### config.mk
export PLATFORM = sky130hd
export DESIGN_NAME = autoreload_timer_with_irq_control
export DESIGN_NICKNAME = d
export VERILOG_FILES = /design/src/rtl/tmr_pkg.sv /design/src/rtl/autoreload_timer_with_irq_control.sv
export VERILOG_INCLUDE_DIRS = /design/src /design/src/rtl
export SDC_FILE = /design/constraint.sdc
export NUM_CORES = 1
export LEC_CHECK = 0
export ABC_AREA = 1
export BUFFER_PORTS_ARGS = -buffer_cell sky130_fd_sc_hd__buf_2
export CELL_PAD_IN_SITES_DETAIL_PLACEMENT = 0
export CELL_PAD_IN_SITES_GLOBAL_PLACEMENT = 1
export CORE_ASPECT_RATIO = 2
export CORE_MARGIN = 1
export CORE_UTILIZATION = 30
export CTS_CLUSTER_SIZE = 30
export DETAILED_ROUTE_END_ITERATION = 10
export PLACE_DENSITY_LB_ADDON = 0.15
export SYNTH_ARGS = -nofsm -noshare
export SYNTH_HDL_FRONTEND = slang
export SYNTH_SLANG_ARGS = --single-unit
### constraint.sdc
create_clock -name pclk -period 2.78 [get_ports pclk]
set_clock_uncertainty 0.05 [all_clocks]
set_input_delay 0.278 -clock pclk [delete_from_list [all_inputs] [get_ports pclk]]
set_output_delay 0.278 -clock pclk [all_outputs]
set_load 0.005 [all_outputs]
### src/rtl/tmr_regs.svh
`ifndef TMR_REGS_SVH
`define TMR_REGS_SVH

// Register indices; byte address is four times the index
`define IDX_TCON 8'h88
`define IDX_MODE 8'h89
`define IDX_T0_LOW 8'h8A
`define IDX_T0_HIGH 8'h8C
`define IDX_AUX 8'h8E
`define IDX_CLKO 8'h8F
`define IDX_IRQ_EN 8'hA8
`define IDX_IRQ_EN2 8'hAF
`define IDX_IRQ_PRIO 8'hB8
`define IDX_T34M 8'hD1
`define IDX_T4_HIGH 8'hD2
`define IDX_T4_LOW 8'hD3
`define IDX_T3_HIGH 8'hD4
`define IDX_T3_LOW 8'hD5
`define IDX_T34_STAT 8'hD6

// Field positions
`define TCON_RUN0 4
`define TCON_OVF0 5
`define MODE_GATE1 7
`define MODE_GATE0 3
`define MODE_SRC0 2
`define MODE_M1 1
`define MODE_M0 0
`define AUX_BYP0 7
`define CLKO_T0 0
`define EN_GLOBAL 7
`define EN_T1 3
`define EN_T0 1
`define EN2_T4 6
`define EN2_T3 5
`define EN2_T2 2
`define EN2_RSVD 7
`define PRIO_T1 3
`define PRIO_T0 1

// Values
`define MODE_AR16 2'b00
`define REG_RESET 8'h00
`define CNT_RESET 16'h0000
`define CNT_MAX 16'hFFFF
`define DIV12_LAST 4'hB
`define DIV_RESET 4'h0

// Interrupt source slots
`define SRC_T0 0
`define SRC_T1 1
`define SRC_T2 2
`define SRC_T3 3
`define SRC_T4 4

`endif

### src/rtl/tmr_pkg.sv
package tmr_pkg;

   // One nibble of the timer 3/4 mode register
   typedef struct packed {
      logic run;
      logic source_select;
      logic prescale_bypass;
      logic clock_out_enable;
   } t34_ctl_t;

   // One clock-output pin: level and drive enable
   typedef struct packed {
      logic level;
      logic oe;
   } clk_pin_t;

endpackage

### src/rtl/autoreload_timer_with_irq_control.sv
// Implementation choice: the APB register port.
`timescale 1ns/1ps
`include "tmr_regs.svh"

module autoreload_timer_with_irq_control
   import tmr_pkg::*;
#(
   parameter int ADDR_W = 12,
   parameter int NSRC = 5
) (
   input wire logic pclk,
   input wire logic presetn,
   input wire logic psel,
   input wire logic penable,
   input wire logic pwrite,
   input wire logic [ADDR_W-1:0] paddr,
   input wire logic [31:0] pwdata,
   output logic [31:0] prdata,
   output logic pready,
   output logic pslverr,
   input wire logic ext_irq0_pin,
   input wire logic tmr0_count_pin,
   input wire logic tmr3_count_pin,
   input wire logic tmr4_count_pin,
   input wire logic tmr1_flag,
   input wire logic tmr2_flag,
   input wire logic [NSRC-1:0] irq_ack,
   output logic [NSRC-1:0] irq_req,
   output logic [NSRC-1:0] irq_high,
   output logic tmr0_clk_out,
   output logic tmr0_clk_oe,
   output logic tmr3_clk_out,
   output logic tmr3_clk_oe,
   output logic tmr4_clk_out,
   output logic tmr4_clk_oe,
   output logic tmr1_gate
);

   logic [7:0] tcon_r;
   logic [7:0] timer_mode_register_r;
   logic [7:0] auxiliary_control_r;
   logic [7:0] clock_output_control_r;
   logic [7:0] interrupt_enable_r;
   logic [7:0] interrupt_enable_2_r;
   logic [7:0] interrupt_priority_r;
   logic [7:0] timer34_mode_r;
   logic [15:0] tmr0_count_r;
   logic [7:0] tmr0_reload_low_r;
   logic [7:0] tmr0_reload_high_r;
   logic [15:0] t34_cnt_r [2];
   logic [15:0] t34_rl_r [2];
   logic [1:0] t34_flag_r;
   logic [3:0] div_r;
   logic div_tick;
   logic [2:0] pin_prev_r;
   logic [2:0] pin_fall;
   logic [31:0] prdata_r;
   logic pready_r;
   logic pslverr_r;
   logic [7:0] rd_data;
   logic rd_hit;
   logic [7:0] idx;
   logic addr_ok;
   logic wr_en;
   logic [7:0] wbyte;
   logic t0_cnt_en;
   logic t0_tick;
   logic t0_ovf;
   logic [1:0] t34_tick;
   logic [1:0] t34_ovf;
   t34_ctl_t t34_ctl [2];
   clk_pin_t pin0_r;
   clk_pin_t pin34_r [2];
   logic [NSRC-1:0] irq_req_r;
   logic [NSRC-1:0] irq_high_r;
   logic [NSRC-1:0] src_flag;
   logic [NSRC-1:0] src_en;

   // Counter step: pin edge, every clock, or the divided enable
   function automatic logic tick_sel(input logic ext, input logic byp,
                                     input logic fall, input logic div);
      if (ext) begin
         tick_sel = fall;
      end else if (byp) begin
         tick_sel = 1'b1;
      end else begin
         tick_sel = div;
      end
   endfunction

   // Register index from the byte address
   function automatic logic [7:0] addr_idx(input logic [ADDR_W-1:0] a);
      addr_idx = a[9:2];
   endfunction

   assign prdata = prdata_r;
   assign pready = pready_r;
   assign pslverr = pslverr_r;
   assign irq_req = irq_req_r;
   assign irq_high = irq_high_r;
   assign tmr0_clk_out = pin0_r.level;
   assign tmr0_clk_oe = pin0_r.oe;
   assign tmr3_clk_out = pin34_r[0].level;
   assign tmr3_clk_oe = pin34_r[0].oe;
   assign tmr4_clk_out = pin34_r[1].level;
   assign tmr4_clk_oe = pin34_r[1].oe;
   assign tmr1_gate = timer_mode_register_r[`MODE_GATE1];

   // Shared divide-by-12 enable for all prescaled timers
   always_ff @(posedge pclk or negedge presetn) begin
      if (!presetn) begin
         div_r <= `DIV_RESET;
      end else if (div_r == `DIV12_LAST) begin
         div_r <= `DIV_RESET;
      end else begin
         div_r <= div_r + 4'h1;
      end
   end
   assign div_tick = (div_r == `DIV12_LAST);

   // Count pins are synchronous; a count is a high-to-low edge
   always_ff @(posedge pclk or negedge presetn) begin
      if (!presetn) begin
         pin_prev_r <= 3'h0;
      end else begin
         pin_prev_r <= {tmr4_count_pin, tmr3_count_pin, tmr0_count_pin};
      end
   end
   assign pin_fall = pin_prev_r &
                     ~{tmr4_count_pin, tmr3_count_pin, tmr0_count_pin};

   // APB decode
   assign idx = addr_idx(paddr);
   assign addr_ok = (paddr[1:0] == 2'b00) &&
                    (paddr[ADDR_W-1:10] == '0);
   assign wr_en = psel & penable & pready_r & pwrite & ~pslverr_r;
   assign wbyte = pwdata[7:0];

   always_comb begin
      rd_data = 8'h00;
      rd_hit = addr_ok;
      if (idx == `IDX_TCON) begin
         rd_data = tcon_r;
      end else if (idx == `IDX_MODE) begin
         rd_data = timer_mode_register_r;
      end else if (idx == `IDX_T0_LOW) begin
         rd_data = tmr0_count_r[7:0];
      end else if (idx == `IDX_T0_HIGH) begin
         rd_data = tmr0_count_r[15:8];
      end else if (idx == `IDX_AUX) begin
         rd_data = auxiliary_control_r;
      end else if (idx == `IDX_CLKO) begin
         rd_data = clock_output_control_r;
      end else if (idx == `IDX_IRQ_EN) begin
         rd_data = interrupt_enable_r;
      end else if (idx == `IDX_IRQ_EN2) begin
         rd_data = interrupt_enable_2_r;
      end else if (idx == `IDX_IRQ_PRIO) begin
         rd_data = interrupt_priority_r;
      end else if (idx == `IDX_T34M) begin
         rd_data = timer34_mode_r;
      end else if (idx == `IDX_T4_HIGH) begin
         rd_data = t34_cnt_r[1][15:8];
      end else if (idx == `IDX_T4_LOW) begin
         rd_data = t34_cnt_r[1][7:0];
      end else if (idx == `IDX_T3_HIGH) begin
         rd_data = t34_cnt_r[0][15:8];
      end else if (idx == `IDX_T3_LOW) begin
         rd_data = t34_cnt_r[0][7:0];
      end else if (idx == `IDX_T34_STAT) begin
         rd_data = {6'h00, t34_flag_r};
      end else begin
         rd_hit = 1'b0;
      end
   end

   // One wait-free access phase: data and pready set up in setup
   always_ff @(posedge pclk or negedge presetn) begin
      if (!presetn) begin
         pready_r <= 1'b0;
         pslverr_r <= 1'b0;
         prdata_r <= 32'h0000_0000;
      end else begin
         pready_r <= psel & ~penable;
         if (psel & ~penable) begin
            pslverr_r <= ~rd_hit;
            prdata_r <= {24'h00_0000, rd_data};
         end
      end
   end

   // Plain control registers
   always_ff @(posedge pclk or negedge presetn) begin
      if (!presetn) begin
         timer_mode_register_r <= `REG_RESET;
         auxiliary_control_r <= `REG_RESET;
         clock_output_control_r <= `REG_RESET;
         interrupt_enable_r <= `REG_RESET;
         interrupt_enable_2_r <= `REG_RESET;
         interrupt_priority_r <= `REG_RESET;
         timer34_mode_r <= `REG_RESET;
      end else if (wr_en) begin
         if (idx == `IDX_MODE) begin
            timer_mode_register_r <= wbyte;
         end else if (idx == `IDX_AUX) begin
            auxiliary_control_r <= wbyte;
         end else if (idx == `IDX_CLKO) begin
            clock_output_control_r <= wbyte;
         end else if (idx == `IDX_IRQ_EN) begin
            interrupt_enable_r <= wbyte;
         end else if (idx == `IDX_IRQ_EN2) begin
            // Top bit is reserved and reads zero
            interrupt_enable_2_r <= {1'b0, wbyte[6:0]};
         end else if (idx == `IDX_IRQ_PRIO) begin
            interrupt_priority_r <= wbyte;
         end else if (idx == `IDX_T34M) begin
            timer34_mode_r <= wbyte;
         end
      end
   end

   // Timer 0 gating and stepping
   assign t0_cnt_en = tcon_r[`TCON_RUN0] &
                      (~timer_mode_register_r[`MODE_GATE0] |
                       ext_irq0_pin) &
                      (timer_mode_register_r[`MODE_M1:`MODE_M0] ==
                       `MODE_AR16);
   assign t0_tick = t0_cnt_en &
                    tick_sel(timer_mode_register_r[`MODE_SRC0],
                             auxiliary_control_r[`AUX_BYP0],
                             pin_fall[0], div_tick);
   assign t0_ovf = t0_tick & (tmr0_count_r == `CNT_MAX);

   // Hidden reload bytes always take the written value
   always_ff @(posedge pclk or negedge presetn) begin
      if (!presetn) begin
         tmr0_reload_low_r <= `REG_RESET;
         tmr0_reload_high_r <= `REG_RESET;
      end else if (wr_en) begin
         if (idx == `IDX_T0_LOW) begin
            tmr0_reload_low_r <= wbyte;
         end else if (idx == `IDX_T0_HIGH) begin
            tmr0_reload_high_r <= wbyte;
         end
      end
   end

   // Live count: writes reach it only while stopped
   always_ff @(posedge pclk or negedge presetn) begin
      if (!presetn) begin
         tmr0_count_r <= `CNT_RESET;
      end else if (wr_en && !tcon_r[`TCON_RUN0] &&
                   idx == `IDX_T0_LOW) begin
         tmr0_count_r[7:0] <= wbyte;
      end else if (wr_en && !tcon_r[`TCON_RUN0] &&
                   idx == `IDX_T0_HIGH) begin
         tmr0_count_r[15:8] <= wbyte;
      end else if (t0_ovf) begin
         tmr0_count_r <= {tmr0_reload_high_r,
                          tmr0_reload_low_r};
      end else if (t0_tick) begin
         tmr0_count_r <= tmr0_count_r + 16'h0001;
      end
   end

   // Run and overflow flag; an overflow beats a clear in one cycle
   always_ff @(posedge pclk or negedge presetn) begin
      if (!presetn) begin
         tcon_r <= `REG_RESET;
      end else begin
         if (wr_en && idx == `IDX_TCON) begin
            tcon_r <= wbyte;
         end else if (irq_ack[`SRC_T0]) begin
            tcon_r[`TCON_OVF0] <= 1'b0;
         end
         if (t0_ovf) begin
            tcon_r[`TCON_OVF0] <= 1'b1;
         end
      end
   end

   // Timer 0 square wave appears on the timer 1 pin
   always_ff @(posedge pclk or negedge presetn) begin
      if (!presetn) begin
         pin0_r <= '0;
      end else begin
         pin0_r.oe <= clock_output_control_r[`CLKO_T0];
         if (t0_ovf && clock_output_control_r[`CLKO_T0]) begin
            pin0_r.level <= ~pin0_r.level;
         end
      end
   end

   // Timers 3 and 4: slot 0 is timer 3, slot 1 is timer 4
   assign t34_ctl[0] = t34_ctl_t'(timer34_mode_r[3:0]);
   assign t34_ctl[1] = t34_ctl_t'(timer34_mode_r[7:4]);

   always_comb begin
      for (int i = 0; i < 2; i++) begin
         t34_tick[i] = t34_ctl[i].run &
                       tick_sel(t34_ctl[i].source_select,
                                t34_ctl[i].prescale_bypass,
                                pin_fall[i+1], div_tick);
         t34_ovf[i] = t34_tick[i] & (t34_cnt_r[i] == `CNT_MAX);
      end
   end

   // Same hidden-reload write steering as timer 0
   always_ff @(posedge pclk or negedge presetn) begin
      if (!presetn) begin
         for (int i = 0; i < 2; i++) begin
            t34_cnt_r[i] <= `CNT_RESET;
            t34_rl_r[i] <= `CNT_RESET;
         end
      end else begin
         for (int i = 0; i < 2; i++) begin
            if (t34_ovf[i]) begin
               t34_cnt_r[i] <= t34_rl_r[i];
            end else if (t34_tick[i]) begin
               t34_cnt_r[i] <= t34_cnt_r[i] + 16'h0001;
            end
         end
         if (wr_en && idx == `IDX_T3_LOW) begin
            t34_rl_r[0][7:0] <= wbyte;
            if (!t34_ctl[0].run) begin
               t34_cnt_r[0][7:0] <= wbyte;
            end
         end else if (wr_en && idx == `IDX_T3_HIGH) begin
            t34_rl_r[0][15:8] <= wbyte;
            if (!t34_ctl[0].run) begin
               t34_cnt_r[0][15:8] <= wbyte;
            end
         end else if (wr_en && idx == `IDX_T4_LOW) begin
            t34_rl_r[1][7:0] <= wbyte;
            if (!t34_ctl[1].run) begin
               t34_cnt_r[1][7:0] <= wbyte;
            end
         end else if (wr_en && idx == `IDX_T4_HIGH) begin
            t34_rl_r[1][15:8] <= wbyte;
            if (!t34_ctl[1].run) begin
               t34_cnt_r[1][15:8] <= wbyte;
            end
         end
      end
   end

   // Timer 3/4 flags and clock pins; set wins over acknowledge
   always_ff @(posedge pclk or negedge presetn) begin
      if (!presetn) begin
         t34_flag_r <= 2'b00;
         for (int i = 0; i < 2; i++) begin
            pin34_r[i] <= '0;
         end
      end else begin
         for (int i = 0; i < 2; i++) begin
            if (t34_ovf[i]) begin
               t34_flag_r[i] <= 1'b1;
            end else if (irq_ack[`SRC_T3+i]) begin
               t34_flag_r[i] <= 1'b0;
            end
            pin34_r[i].oe <= t34_ctl[i].clock_out_enable;
            if (t34_ovf[i] && t34_ctl[i].clock_out_enable) begin
               pin34_r[i].level <= ~pin34_r[i].level;
            end
         end
      end
   end

   // Interrupt qualification
   assign src_flag = {t34_flag_r, tmr2_flag, tmr1_flag,
                      tcon_r[`TCON_OVF0]};
   assign src_en = {interrupt_enable_2_r[`EN2_T4],
                    interrupt_enable_2_r[`EN2_T3],
                    interrupt_enable_2_r[`EN2_T2],
                    interrupt_enable_r[`EN_T1],
                    interrupt_enable_r[`EN_T0]};

   // Registered requests add one cycle of latency after the flag
   always_ff @(posedge pclk or negedge presetn) begin
      if (!presetn) begin
         irq_req_r <= '0;
         irq_high_r <= '0;
      end else begin
         irq_req_r <= src_flag & src_en &
                      {NSRC{interrupt_enable_r[`EN_GLOBAL]}};
         // Timers 2-4 have no priority bit and stay at level 0
         irq_high_r <= {3'b000, interrupt_priority_r[`PRIO_T1],
                        interrupt_priority_r[`PRIO_T0]};
      end
   end

endmodule

==> metrics.md <==
| Metric | Value |
|---|---|
| Drt first pass iters | 5 |
| Max stage delay on crit path | 0.37 ns |
| Final setup TNS | 0 ns |
| Synth async-reset ratio | 1.00 |
| Worst-path clk slew | 0.07 ns |
| Slew @ Worst Pin | 0.912 ns |
| Post-Route WL | 37,300 µm |
| Initial antenna violation count | 0 |
| Vias | 9,171 |
| Fin crit share | 0.891 |
| Max-slew violations | 0 |
| Crit-path max FO | 6 |
| Crit. End Element | register |
| Most common cell after layout, fill and taps aside | nand2_1 |
| Nets | 1,503 |
| Post-DP Area | 11,200 µm² |
| Worst Hold Launch | irq_ack[0] |
| Post-route cell area | 11,900 µm² |
| Worst endpoint required time | 3.12 ns |
| Max-cap violations | 0 |
| Power density over cell area | 471 nW/µm² |
| Die area | 35,100 µm² |
| Mapped Avg Cell Area | 7.64 µm² |
| Worst-Skew Late Latency | 0.46 ns |
| Hold WC Path Type | input pin to register |
| Final setup fails | 0 |
| Worst path bufs/invs | 0 |
| Vias in the first global route | 9,434 |
| Synth top area share | 0.465 |
| Yosys warns | 0 |
| Post-Synthesis Cells | 1,346 |
| Layout cell share with drive strength beyond 1 | 0.117 |
| Worst path top cell family by delay | simple AND/OR/NAND/NOR gates |
| DP HPWL | 28,500 µm |
| RSZ-0062 raised after global routing | false |
| 1st-iter DRT viols | 400 |
| CTS tree | done |
| Final critical-path required period | 2.48 ns |
| Worst Setup Start Kind | register |
| Most frequent cells in the layout | nand2_1 (421), dfrtp_1 (191), o21ai_0 (167), inv_1 (132), nor2_1 (92) |
| Post-CTS setup buffers | 0 |
| Worst slew margin | 0.391 |
| Die span in x | 133 µm |
| Global route total overflow | 0 |
| All-Layer GR Usage | 0.224 |
| Total chip power | 0.00560 W |
| Main synth FF type | dfrtp_1 |
| Sink Count | 191 |
| Placed Cells incl. Taps | 1,848 |
| Largest net degree at the start of global routing | 67 |
| Post-cts sizing count | 0 |
| Critical path type | register to register |
| Hold buffers post-CTS | 8 |
| PortBufs | 57 |
| Die span in y | 264 µm |
| Synth Register Bits | 191 |
| Status | finished clean |
| CP Cell Sequence | ha_1 > nand3_1 > nand3_1 > nand2_1 > nor3_2 > nand3_1 > nor2_1 > nand2_1 > nor3_2 > nand2_1 > a21oi_1 |
| Placer Congestion | 0.901 |
| Max Fclk | 0.404 GHz |
| CP arrival | 2.81 ns |
| Vias per std cell | 4.85 |
| Final cell count without fillers | 1,889 |
| Final Hold Viols | 0 |
| Area delta synth->final | 15.7% |
| Root Driver | clkbuf_16 |
| Clock tree buffer depth | 2 |
| Post-synthesis sequential area ratio | 0.465 |
| Starting Density | 0.306 |
| CP max-delay cell | dfrtp_1 |
| Placeable Area | 33,600 µm² |
| First-pass GRT wire length | 57,400 µm |
| Cell Area, Synth | 10,300 µm² |
| FF-to-FF Start | div_r[0]$_DFF_PN0_ |
| VDD IR max | 0.419 mV |
| Synth top area cells | dfrtp_1 (46%), nand2_1 (15%), o21ai_0 (8.1%), inv_1 (4.8%), nor2_1 (3.4%) |
| Number of synthesized flops with an enable pin | 0 |
| Largest area contributor in the netlist | dfrtp_1 |
| H-tree level count | 4 |
| Yosys cell types | 48 |
| Fillers | 3,654 |
| Drt wl/cell | 19.8 µm |
| Rows | 95 |
| Io pins | 111 |
| Worst hold slack | 0.0739 ns |
| Crit. Startpoint | div_r[0]$_DFF_PN0_ |
| DR DRC count | 0 |
| ANT nets after route | 0 |
| Cts bufs inserted | 17 |
| Leak pwr | 5.80 nW |
==> cell usage after synthesis (all sizes together), types with 24 or more instances <==
cell type    n
nand3       66
buf         35
o21ai      172
nand2      422
dfrtp      191
nor2       106
a21oi       36
nand4       25
inv        139
xor2        27
clkbuf      28
nor3        24
==> area by class of cell <==
class,instances,area (µm²),share of cell area
antenna,1,2.50,0.000210
sequential,191,4780,0.402
tap,436,546,0.0459
clock inverter,12,131,0.0110
timing repair buffer,111,744,0.0626
clock buffer,20,447,0.0375
inverter,140,528,0.0444
multi-input combinational,978,4720,0.397
==> power breakdown <==
part	total, W	internal [W]	switching (W)
clock	0.00254	0.00136	0.00119
combinational	0.000269	0.0000639	0.000205
sequential	0.00279	0.00278	0.00000455
total	0.00560	0.00420	0.00140
==> per-layer routing <==
metal,up-vias,track usage,part of all wire
met5,-,0,0
met4,0,0.125,0.049
met3,67,0.0240,0.023
met2,194,0.431,0.56
met1,4398,0.230,0.37
li1,4512,-,-
==> final timing paths <==
kind	end	slack, ns	depth (start not counted)
setup reg to reg	t34_cnt_r[21]$_DFF_PN0_	0.30	11
max in group asynchronous	irq_high[0]$_DFF_PN0_	1.56	3
setup / recovery	t34_cnt_r[21]$_DFF_PN0_	0.30	11
hold reg to reg	irq_high[1]$_DFF_PN0_	0.39	0
min in group asynchronous	tmr0_count_r[15]$_DFFE_PN0P_	0.33	2
hold / removal	tcon_r[5]$_DFFE_PN0P_	0.07	4
==> worst register-to-register path, stage by stage (launching register included) <==
cell,delay (ns)
dfrtp_1,0.37
ha_1,0.19
nand3_1,0.30
nand3_1,0.19
nand2_1,0.21
nor3_2,0.22
nand3_1,0.14
nor2_1,0.15
nand2_1,0.08
nor3_2,0.26
nand2_1,0.09
a21oi_1,0.13
==> sequential cells by signal (all words and copies together) (netlist names), 2 cells and up <==
signal / count
interrupt_enable_r: 8
tmr0_reload_low_r: 8
prdata: 8
timer34_mode_r: 8
t34_cnt_r: 32
tmr0_reload_high_r: 8
t34_rl_r: 32
clock_output_control_r: 8
interrupt_enable_2_r: 7
auxiliary_control_r: 8
tcon_r: 8
t34_flag_r: 2
tmr0_count_r: 16
timer_mode_register_r: 8
irq_high: 2
pin_prev_r: 3
div_r: 4
interrupt_priority_r: 8
irq_req: 5
==> through the flow <==
step	worst slack [ns]	util
floorplan	0.826	-
global placement	0.300	0.334
detailed placement	0.286	0.334
CTS	0.267	0.354
global route	0.0135	0.354
finish	0.304	0.354
==> logic make-up after synthesis <==
family / share of synthesized area
flops: 0.465
other cells: 0.000365
simple gates: 0.276
buf+inv: 0.0854
fa+ha+maj: 0.00487
compound gates: 0.134
xor+xnor: 0.0315
mux: 0.00316
(Power assumes the default switching activity.)
